### src/ebi_pkg.sv
// constants, register map and types of the external bus interface
package ebi_pkg;
  localparam int CLK_MHZ = 100;
  localparam int INIT_US = 100;
  localparam int INIT_CYCLES = INIT_US * CLK_MHZ;
  localparam logic [3:0] CLK_DIV_HALF = 4'h1;

  localparam logic [7:0] OFS_MODE    = 8'h00;
  localparam logic [7:0] OFS_SDRAM   = 8'h04;
  localparam logic [7:0] OFS_GPCFG   = 8'h08;
  localparam logic [7:0] OFS_ADDR    = 8'h0c;
  localparam logic [7:0] OFS_WDATA   = 8'h10;
  localparam logic [7:0] OFS_CMD     = 8'h14;
  localparam logic [7:0] OFS_RDATA   = 8'h18;
  localparam logic [7:0] OFS_STATUS  = 8'h1c;
  localparam logic [7:0] OFS_IRQ_STS = 8'h20;
  localparam logic [7:0] OFS_IRQ_EN  = 8'h24;
  localparam logic [7:0] OFS_IRQ_CLR = 8'h28;

  localparam int GP_FRM_BIT = 0;
  localparam int GP_STB_BIT = 1;
  localparam int GP_WAIT_LSB = 8;
  localparam int CMD_WR_BIT = 0;
  localparam int CMD_NB_BIT = 1;
  localparam int CMD_BYTE_BIT = 2;
  localparam int IRQ_DONE = 0;
  localparam int IRQ_NB_DONE = 1;
  localparam int IRQ_TIMEOUT = 2;

  localparam logic [1:0] MODE_SDRAM = 2'h0;
  localparam logic [1:0] MODE_HB16  = 2'h1;
  localparam logic [1:0] MODE_GP    = 2'h2;
  localparam logic [1:0] MODE_RST   = 2'h0;
  localparam logic [2:0] IRQ_RST    = 3'h0;
  localparam logic [7:0] WAIT_RST   = 8'h00;
  localparam logic [3:0] PEND_RST   = 4'h0;

  typedef enum logic [1:0] {
    ST_IDLE = 2'b00,
    ST_ADDR = 2'b01,
    ST_DATA = 2'b10
  } state_t;

  typedef struct packed {
    state_t      st;
    logic        iclk;
    logic [3:0]  div;
    logic [15:0] init_cnt;
    logic        sd_en;
    logic [1:0]  mode;
    logic        frm_en;
    logic        stb_en;
    logic [7:0]  wlimit;
    logic [7:0]  wcnt;
    logic [15:0] addr;
    logic [15:0] wdata;
    logic [15:0] rdata;
    logic        cwr;
    logic        cnb;
    logic        cbyte;
    logic [3:0]  pend;
    logic [2:0]  ists;
    logic [2:0]  ien;
    logic [31:0] prdata;
    logic        rdy_s1;
    logic        rdy_s2;
  } ebi_state_t;
endpackage

### src/external_bus_interface.sv
// external bus interface: apb registers, interface clock, sdram/host-bus/general-purpose engine
//
// The implementer's own choices: the APB register port and the placing of the registers.
`timescale 1ns/100ps
module external_bus_interface #(
  parameter int SDRAM_INIT_CYCLES = ebi_pkg::INIT_CYCLES
) (
  input  wire logic        clk,
  input  wire logic        rst_n,
  input  wire logic        psel,
  input  wire logic        penable,
  input  wire logic        pwrite,
  input  wire logic [7:0]  paddr,
  input  wire logic [31:0] pwdata,
  output logic             pready,
  output logic [31:0]      prdata,
  output logic             pslverr,
  output logic             irq,
  output logic             interface_clock,
  output logic [15:0]      addr_line,
  output logic [15:0]      data_out,
  output logic             data_oe_n,
  input  wire logic [15:0] data_in,
  output logic [1:0]       byte_sel_n,
  output logic             chip_sel_n,
  output logic             framing_signal_line,
  output logic             read_strobe_line,
  output logic             write_strobe_line,
  input  wire logic        ready_input
);
  ebi_pkg::ebi_state_t s_ff;
  ebi_pkg::ebi_state_t nxt_s;
  logic setup;
  logic wr_acc;
  logic mapped;
  logic rise;
  logic busy;
  logic gp;
  logic start;
  logic stall;
  logic timeout;
  logic [2:0] ev;

  function automatic logic [31:0] rd_mux(input ebi_pkg::ebi_state_t s, input logic [7:0] a);
    logic [31:0] r;
    r = 32'h0;
    case (a)
      ebi_pkg::OFS_MODE:    r = {30'h0, s.mode};
      ebi_pkg::OFS_SDRAM:   r = {31'h0, s.sd_en};
      ebi_pkg::OFS_GPCFG:   r = {16'h0, s.wlimit, 6'h0, s.stb_en, s.frm_en};
      ebi_pkg::OFS_ADDR:    r = {16'h0, s.addr};
      ebi_pkg::OFS_WDATA:   r = {16'h0, s.wdata};
      ebi_pkg::OFS_RDATA:   r = {16'h0, s.rdata};
      ebi_pkg::OFS_STATUS:  r = {24'h0, s.pend, 1'b0, (s.init_cnt != 16'h0), (s.st != ebi_pkg::ST_IDLE),
                                 (s.st != ebi_pkg::ST_IDLE)};
      ebi_pkg::OFS_IRQ_STS: r = {29'h0, s.ists};
      ebi_pkg::OFS_IRQ_EN:  r = {29'h0, s.ien};
      default:              r = 32'h0;
    endcase
    return r;
  endfunction

  function automatic logic is_mapped(input logic [7:0] a);
    return (a[1:0] == 2'h0) && (a <= ebi_pkg::OFS_IRQ_CLR);
  endfunction

  always_comb begin
    setup   = psel & ~penable;
    mapped  = is_mapped(paddr);
    wr_acc  = psel & penable & pwrite & mapped;
    // interface clock rises when the divider wraps with the clock low
    rise    = (s_ff.div == ebi_pkg::CLK_DIV_HALF) & ~s_ff.iclk;
    busy    = (s_ff.st != ebi_pkg::ST_IDLE);
    gp      = (s_ff.mode == ebi_pkg::MODE_GP);
    // built silicon: ready taken from the system-clock synchroniser, not an interface fall
    stall   = gp & ~s_ff.rdy_s2;
    timeout = stall & (s_ff.wlimit != 8'h0) & (s_ff.wcnt >= s_ff.wlimit);
    // a new command is refused while a transfer or nonblocking read is outstanding
    start   = wr_acc & (paddr == ebi_pkg::OFS_CMD) & ~busy & (s_ff.pend == 4'h0);
    ev      = 3'h0;

    nxt_s        = s_ff;
    nxt_s.rdy_s1 = ready_input;
    nxt_s.rdy_s2 = s_ff.rdy_s1;

    if (s_ff.div == ebi_pkg::CLK_DIV_HALF) begin
      nxt_s.div  = 4'h0;
      nxt_s.iclk = ~s_ff.iclk;
    end else begin
      nxt_s.div = s_ff.div + 4'h1;
    end

    // enabling sdram arms the hold-off; it runs in system cycles so any interface rate is covered
    if (wr_acc && paddr == ebi_pkg::OFS_SDRAM) begin
      nxt_s.sd_en = pwdata[0];
      if (pwdata[0] && !s_ff.sd_en) begin
        nxt_s.init_cnt = 16'(SDRAM_INIT_CYCLES);
      end
    end else if (s_ff.init_cnt != 16'h0) begin
      nxt_s.init_cnt = s_ff.init_cnt - 16'h1;
    end

    if (wr_acc) begin
      case (paddr)
        ebi_pkg::OFS_MODE: begin
          if (!busy) begin
            nxt_s.mode = pwdata[1:0];
          end
        end
        ebi_pkg::OFS_GPCFG: begin
          nxt_s.frm_en = pwdata[ebi_pkg::GP_FRM_BIT];
          nxt_s.stb_en = pwdata[ebi_pkg::GP_STB_BIT];
          nxt_s.wlimit = pwdata[ebi_pkg::GP_WAIT_LSB +: 8];
        end
        ebi_pkg::OFS_ADDR: begin
          if (!busy) begin
            nxt_s.addr = pwdata[15:0];
          end
        end
        ebi_pkg::OFS_WDATA: begin
          if (!busy) begin
            nxt_s.wdata = pwdata[15:0];
          end
        end
        ebi_pkg::OFS_IRQ_EN: begin
          nxt_s.ien = pwdata[2:0];
        end
        default: begin
        end
      endcase
    end

    case (s_ff.st)
      ebi_pkg::ST_IDLE: begin
        if (start) begin
          nxt_s.cwr   = pwdata[ebi_pkg::CMD_WR_BIT];
          nxt_s.cnb   = pwdata[ebi_pkg::CMD_NB_BIT] & ~pwdata[ebi_pkg::CMD_WR_BIT];
          nxt_s.cbyte = pwdata[ebi_pkg::CMD_BYTE_BIT];
          nxt_s.st    = ebi_pkg::ST_ADDR;
          nxt_s.wcnt  = 8'h0;
          if (pwdata[ebi_pkg::CMD_NB_BIT] && !pwdata[ebi_pkg::CMD_WR_BIT]) begin
            nxt_s.pend = s_ff.pend + 4'h1;
          end
        end
      end
      ebi_pkg::ST_ADDR: begin
        // sdram accesses wait for the hold-off to run out
        if (rise && !(s_ff.mode == ebi_pkg::MODE_SDRAM && s_ff.init_cnt != 16'h0)) begin
          if (stall && !timeout) begin
            nxt_s.wcnt = s_ff.wcnt + 8'h1;
          end else begin
            nxt_s.st   = ebi_pkg::ST_DATA;
            nxt_s.wcnt = 8'h0;
            ev[ebi_pkg::IRQ_TIMEOUT] = timeout;
          end
        end
      end
      ebi_pkg::ST_DATA: begin
        if (rise) begin
          if (stall && !timeout) begin
            nxt_s.wcnt = s_ff.wcnt + 8'h1;
          end else begin
            nxt_s.st = ebi_pkg::ST_IDLE;
            ev[ebi_pkg::IRQ_TIMEOUT] = timeout;
            if (!s_ff.cwr) begin
              nxt_s.rdata = data_in;
            end
            if (s_ff.cnb) begin
              nxt_s.pend = s_ff.pend - 4'h1;
              ev[ebi_pkg::IRQ_NB_DONE] = 1'b1;
            end else begin
              ev[ebi_pkg::IRQ_DONE] = 1'b1;
            end
          end
        end
      end
      default: begin
        nxt_s.st = ebi_pkg::ST_IDLE;
      end
    endcase

    // a fresh event wins over a clear in the same cycle
    if (wr_acc && paddr == ebi_pkg::OFS_IRQ_CLR) begin
      nxt_s.ists = (s_ff.ists & ~pwdata[2:0]) | ev;
    end else begin
      nxt_s.ists = s_ff.ists | ev;
    end

    if (setup) begin
      nxt_s.prdata = rd_mux(s_ff, paddr);
    end
  end

  always_ff @(posedge clk) begin
    if (!rst_n) begin
      s_ff <= '0;
      s_ff.st <= ebi_pkg::ST_IDLE;
      s_ff.mode <= ebi_pkg::MODE_RST;
      s_ff.wlimit <= ebi_pkg::WAIT_RST;
      s_ff.pend <= ebi_pkg::PEND_RST;
      s_ff.ists <= ebi_pkg::IRQ_RST;
      s_ff.ien <= ebi_pkg::IRQ_RST;
      s_ff.rdy_s1 <= 1'b1;
      s_ff.rdy_s2 <= 1'b1;
    end else begin
      s_ff <= nxt_s;
    end
  end

  always_comb begin
    pready          = 1'b1;
    pslverr         = psel & penable & ~mapped;
    prdata          = s_ff.prdata;
    irq             = |(s_ff.ists & s_ff.ien);
    interface_clock = s_ff.iclk;
    addr_line       = s_ff.addr;
    data_out        = s_ff.wdata;
    data_oe_n       = ~(busy & s_ff.cwr);
    chip_sel_n      = ~busy;
    // reads in host-bus 16 drive both lanes even for a byte
    if (!busy) begin
      byte_sel_n = 2'b11;
    end else if (s_ff.mode == ebi_pkg::MODE_HB16 && !s_ff.cwr) begin
      byte_sel_n = 2'b00;
    end else if (s_ff.cbyte) begin
      byte_sel_n = {1'b1, s_ff.addr[0]};
    end else begin
      byte_sel_n = 2'b00;
    end
    framing_signal_line = (s_ff.st == ebi_pkg::ST_ADDR) & (~gp | s_ff.frm_en);
    read_strobe_line    = (s_ff.st == ebi_pkg::ST_DATA) & ~s_ff.cwr & (~gp | s_ff.stb_en);
    write_strobe_line   = (s_ff.st == ebi_pkg::ST_DATA) & s_ff.cwr & (~gp | s_ff.stb_en);
  end
endmodule // external_bus_interface

### config.mk
export PLATFORM = sky130hd
export DESIGN_NAME = external_bus_interface
export DESIGN_NICKNAME = d
export VERILOG_FILES = /design/src/ebi_pkg.sv /design/src/external_bus_interface.sv
export SDC_FILE = /design/constraint.sdc
export NUM_CORES = 1
export LEC_CHECK = 0
export ABC_AREA = 1
export ABC_CLOCK_PERIOD_IN_PS = 3500
export BUFFER_PORTS_ARGS = -buffer_cell sky130_fd_sc_hd__buf_2
export CAP_MARGIN = 10
export CORE_ASPECT_RATIO = 1.4
export CORE_MARGIN = 2
export CORE_UTILIZATION = 46
export CTS_BUF_LIST = sky130_fd_sc_hd__clkbuf_4 sky130_fd_sc_hd__clkbuf_8
export CTS_CLUSTER_DIAMETER = 120
export DETAILED_ROUTE_END_ITERATION = 16
export GPL_TIMING_DRIVEN = 1
export PLACE_DENSITY = 0.8
export SYNTH_ARGS = -nofsm -noshare
export SYNTH_HDL_FRONTEND = slang
export SYNTH_SLANG_ARGS = --single-unit
### constraint.sdc
create_clock -name clk -period 3.5 [get_ports clk]
set_clock_uncertainty 0.05 [all_clocks]
set_input_delay 0.35 -clock clk [delete_from_list [all_inputs] [get_ports clk]]
set_output_delay 0.35 -clock clk [all_outputs]
set_load 0.05 [all_outputs]
# Yosys cells after proc, flatten, opt, wreduce, memory -nomap -nowiden
# Index checks and enable logic that the tools add are counted.
[op_classes]
n_addsub = 5
magnitude_cmp = 2
eq_ne = 24
mux = 34
bitwise = 37
n_reduce_logical = 38
[op_table]
columns = ["cell", "n"]
rows = [
  ["16-bit case mux with 9 select lines", 1],
  ["16-bit 2-to-1 mux", 3],
  ["8-bit 2-to-1 mux", 5],
  ["8-bit by 5-bit equality test with 1-bit output (second input constant)", 4],
  ["8-bit by 6-bit equality test with 1-bit output (second input constant)", 3],
  ["8-bit case mux with 3 select lines", 1],
  ["4-bit 2-to-1 mux", 5],
  ["1-bit AND", 19],
  ["2-bit 2-to-1 mux", 9],
  ["8-bit by 4-bit equality test with 1-bit output (second input constant)", 2],
  ["2-bit != test (second input constant)", 8],
  ["16-bit nonzero test", 1],
  ["16-bit by 1-bit subtractor with 16-bit output (second input constant)", 1],
  ["1-bit NOT", 11],
  ["5-bit AND reduction", 2],
  ["1-bit logical AND", 9],
  ["3-bit 2-to-1 mux", 3],
  ["3-bit AND reduction", 3],
  ["4-bit by 1-bit adder with 4-bit output (second input constant)", 2],
  ["8-bit by 1-bit adder with 8-bit output (second input constant)", 1],
  ["8-bit by 3-bit equality test with 1-bit output (second input constant)", 1],
  ["8-bit >= comparator", 1],
  ["8-bit by 6-bit less-or-equal comparator with 1-bit output (second input constant)", 1],
  ["8-bit zero test", 1],
  ["24 further kinds", 43],
]
[totals]
register_bits = 139
input_bits = 62
out_inout_bits = 75
word_cells = 162

# Longest topological paths before layout
[logic_depth]
ltp_word = 11
mapped_depth = 17
mapped_depth_nobuf = 17

# Least setup slack after synthesis
# OpenSTA, ideal clock, no wires.
[synth_timing]
path_kind = "reg-to-output"
from = "reg s_ff[137] (netlist bit)"
to = "out byte_sel_n[1]"
arrival_ns = 1.834
required_time_ns = 3.100
setup_slack_ns = 1.266
stages_incl_launch_ff = 5
path_cell_list = "dfxtp_1 > inv_1 > ha_1 > inv_1 > o21ai_0"
[synth_between]
elab_chain_cells = 2
[synth_lines]
columns = ["item", "line_no", "rtl"]
rows = [
  ["start, declared", "external_bus_interface.sv:31", "ebi_pkg::ebi_state_t s_ff;"],
  ["start signal, assigned", "external_bus_interface.sv:206", "s_ff <= nxt_s;"],
  ["2-bit nonzero test", "external_bus_interface.sv:73", "busy = (s_ff.st != ebi_pkg::ST_IDLE);"],
  ["2-bit 2-to-1 mux", "external_bus_interface.sv:221", "if (!busy) begin"],
  ["end, declared", "external_bus_interface.sv:24", "output logic [1:0] byte_sel_n,"],
]
# No other way between the ends.

# Worst setup path in the final report
[layout_timing]
from = "reg s_ff[106] (netlist bit)"
to = "reg s_ff[56] (netlist bit)"
[layout_between]
elab_chain_cells = 7
word_cells_on_any_way = 8
cone_classes = "order compare: 1; bitwise: 3; reduce/logical: 4"
[layout_lines]
columns = ["item", "line_no", "rtl"]
rows = [
  ["parallel branches: the longest is 2 deep, another holds 8-bit >= comparator", "-", ""],
  ["1-bit AND (*)", "external_bus_interface.sv:77", "timeout = stall & (s_ff.wlimit != 8'h0) & (s_ff.wcnt >= s_ff.wlimit);"],
  ["1-bit zero test (*)", "external_bus_interface.sv:160", "if (stall && !timeout) begin"],
  ["1-bit logical AND (*)", "external_bus_interface.sv:160", ""],
  ["1-bit NOT (no line) (*)", "-", ""],
  ["4-bit AND reduction (no line) (*)", "-", ""],
]
# Every way passes the cells marked *.
# A chain may end at the register's enable or synchronous reset.

==> impl_metrics.yaml <==
timing:
  worstMarginPinSlew_ns: 0.828
  rsz0062_at_grt: "no"
  report.final.slew_viol_count: 0
  setup_viol: 0
  fmax_ghz: 0.394
  fin_setup_tns_ns: 0
  timing.final.crit_period_ns: 2.54
  hold_violations: 0
  min_period_over_period_pct: 72.6
  slew_headroom_pct: 44.8
setup_path:
  r2r_end: "s_ff[56]$_SDFFE_PN0P_"
  setup.worst_path.end: "s_ff[56]$_SDFFE_PN0P_"
  max_stage_delay_ns: 0.50
  r2r-start: "s_ff[106]$_SDFFE_PN0P_"
  end_kind: "flop"
  crit_path_top_delay_cell: "nand3_2"
  crit_family: "simple AND/OR/NAND/NOR gates"
  worst-path-stages: 13
  r2r.worst_path.cells: 13
  critPathRequiredTime_ns: 3.76
  startpoint_type: "flop"
  path_cells: "inv_1 > ha_1 > nand2_1 > nor2_1 > nor2_1 > nand2_1 > nand2_1 > nand2_1 > nand2_1 > nand2_2 > nand3_2 > o21ai_0 > a21oi_1"
  r2r_setup_slack_ns: 0.96
  crit_buf_inv: 1
  critPathMaxFanout: 32
  crit_arrival_ns: 2.80
  crit_start: "s_ff[106]$_SDFFE_PN0P_"
  cpMostUsedCell: "nand2_1"
  worst-setup-path-type: "reg -> reg"
place:
  hpwlAfterDp_um: 12000
  dp.cells: 1155
  gp_congestion: 0.869
  numPortBuffers: 103
grt:
  grt_pass1_vias: 5797
  antenna_found_initial: 1
  grt-ovfl-total: 0
  grt_usage_pct: 21.5
  grt_max_degree: 67
  grt_pass1_wl_um: 27100
floorplanning:
  initial_utilization_pct: 46.8
  io_pins: 137
  rows: 52
  die_w_um: 106
  core-area_um2: 14400
  chipHeight_um: 147
  die_area_um2: 15600
flow_run:
  drv_cap: 0
synth:
  yosysWarnings: 0
  synth_seq_cells: 123
  ys_seq_area_share_pct: 36.6
  synth_area_per_cell_um2: 7.15
  synth_cells: 941
  syn_area_um2: 6720
  yosysUniqueCellTypes: 47
clock_tree:
  clk-insertion-delay-late_ns: 0.44
  cts_root_buffer: "clkbuf_8"
  cts_tree: "built"
  cts_max_path_buffers: 2
  htree_num_levels: 4
  cts_hold_buf: 0
  cts_made_buffers: 17
  cts.sinks: 123
  clk_pin_slew_ns: 0.08
  postCtsSetupRepairBufs: 0
  cts_resized: 0
pwr:
  irDropWorstVdd_v: 0.000233
  leakage_nw: 3.26
  p_per_area_nw_per_um2: 663
detailed_routing:
  drc: 0
  ant_nets: 0
  vias: 6190
  viasPerCell: 5.21
  drt-initial-drc-count: 459
  avgRoutedWirePerCell_um: 14.1
  drt_pass1_iterations: 5
  routed_wl_um: 16800
worst_hold_path:
  min_path_type: "in -> reg"
layout:
  final_cells: 1187
  fin_nets: 1066
  fillerInstances: 1387
  layout-drive-gt1-share_pct: 17.8
  area_growth_pct: 10.3
  final_core_util_pct: 51.6
  n_antenna_cell: 0
outcome:
  status: "completed"
-- through the flow --
stage               power [W]  setup slack, ns  hold slack, ns  area, um^2
floorplan             0.00307             1.27           0.343        6780
global placement      0.00335            0.915           0.350        6930
detailed placement    0.00339            0.849           0.348        6930
CTS                   0.00492            0.983          0.0362        7410
global route          0.00523            0.690          0.0343        7410
finish                0.00491            0.960          0.0513        7410
-- final cells by class --
class                   instances  area [um^2]  share of cell area, %
clock inverters                14          241                   3.26
multi-input cells             612         3220                   43.4
inverters                     124          465                   6.28
flip-flops and latches        123         2460                   33.2
well taps                     189          236                   3.19
clock buffers                  18          248                   3.34
repair buffers                107          546                   7.36
-- kinds of logic after synthesis --
logic type | Yosys count | synth area share [%]
compound gates | 226 | 18.1
flops | 123 | 36.6
xor+xnor | 12 | 1.56
other cells | 2 | 0.112
buf+inv | 221 | 16.4
simple gates | 338 | 23.5
fa+ha+maj | 19 | 3.65
-- layer usage --
| layer | GRT usage, % | wire length, um |
|---|---|---|
| met5 | 0 | 11 |
| met1 | 24.3 | 6680 |
| met2 | 38.5 | 8530 |
| met4 | 8.29 | 516 |
| met3 | 5.46 | 1030 |
-- cells in the mapped netlist, drive strengths merged --
| library cell | count | share of area [%] |
|---|---|---|
| inv | 124 | 6.9 |
| o21a | 1 | 0.11 |
| o211ai | 3 | 0.33 |
| conb | 2 | 0.11 |
| o22ai | 19 | 1.8 |
| nor3b | 1 | 0.28 |
| xor2 | 8 | 1.0 |
| a21oi | 111 | 8.3 |
| o221ai | 3 | 0.39 |
| clkbuf | 19 | 1.1 |
| fa | 1 | 0.30 |
| a31oi | 1 | 0.093 |
| nor2 | 80 | 5.5 |
| xnor2 | 4 | 0.52 |
| nor3 | 7 | 0.60 |
| a211oi | 1 | 0.11 |
| and3 | 1 | 0.093 |
| o21ai | 79 | 6.0 |
| ha | 18 | 3.3 |
| nand4 | 7 | 0.87 |
| or2 | 5 | 0.47 |
| dfxtp | 123 | 37 |
| nand3b | 5 | 0.56 |
| nand3 | 49 | 4.1 |
| o31ai | 2 | 0.22 |
| nand2 | 183 | 11 |
| a22oi | 1 | 0.11 |
| o211a | 1 | 0.15 |
| o2111ai | 4 | 0.52 |
| buf | 78 | 8.4 |
-- worst min-delay path by stage --
stage,from,endpoint,slack [ns],cells after the start
6_report,ready_input,nxt_s[0]$_SDFF_PN1_,0.05,2
3_5_place_dp,nxt_s[0]$_SDFF_PN1_,s_ff[0]$_SDFF_PN1_,0.35,1
2_1_floorplan,nxt_s[0]$_SDFF_PN1_,s_ff[0]$_SDFF_PN1_,0.34,1
5_1_grt,ready_input,nxt_s[0]$_SDFF_PN1_,0.03,2
4_1_cts,ready_input,nxt_s[0]$_SDFF_PN1_,0.04,2
3_3_place_gp,nxt_s[0]$_SDFF_PN1_,s_ff[0]$_SDFF_PN1_,0.35,1
-- state kept, by name, summed over array words and instances (netlist names) --
register / count
prdata: 16
interface_clock: 1
addr_line: 16
nxt_s: 1
data_out: 16
s_ff: 73
-- report_power, final --
| part | internal (W) | switching [W] | total, W |
|---|---|---|---|
| Combinational | 0.000564 | 0.00111 | 0.00168 |
| Sequential | 0.00155 | 0.000135 | 0.00169 |
| Clock | 0.000942 | 0.000604 | 0.00155 |
-- layout by cell type, fill, tap and decap left out, drive strengths merged, types with 2 or more instances in the layout --
master,Yosys,final
buf,78,107
clkinv,0,6
o211ai,3,3
nand3b,5,5
a21oi,111,111
nor3,7,7
xor2,8,8
o21ai,79,79
bufinv,0,6
conb,2,17
or2,5,5
clkbuf,19,18
dfxtp,123,123
o31ai,2,2
nand3,49,49
nor2,80,80
inv,124,125
o221ai,3,3
nand2,183,183
nand4,7,7
o2111ai,4,4
o22ai,19,19
ha,18,18
xnor2,4,4
Power figures use the tool's default switching activity.
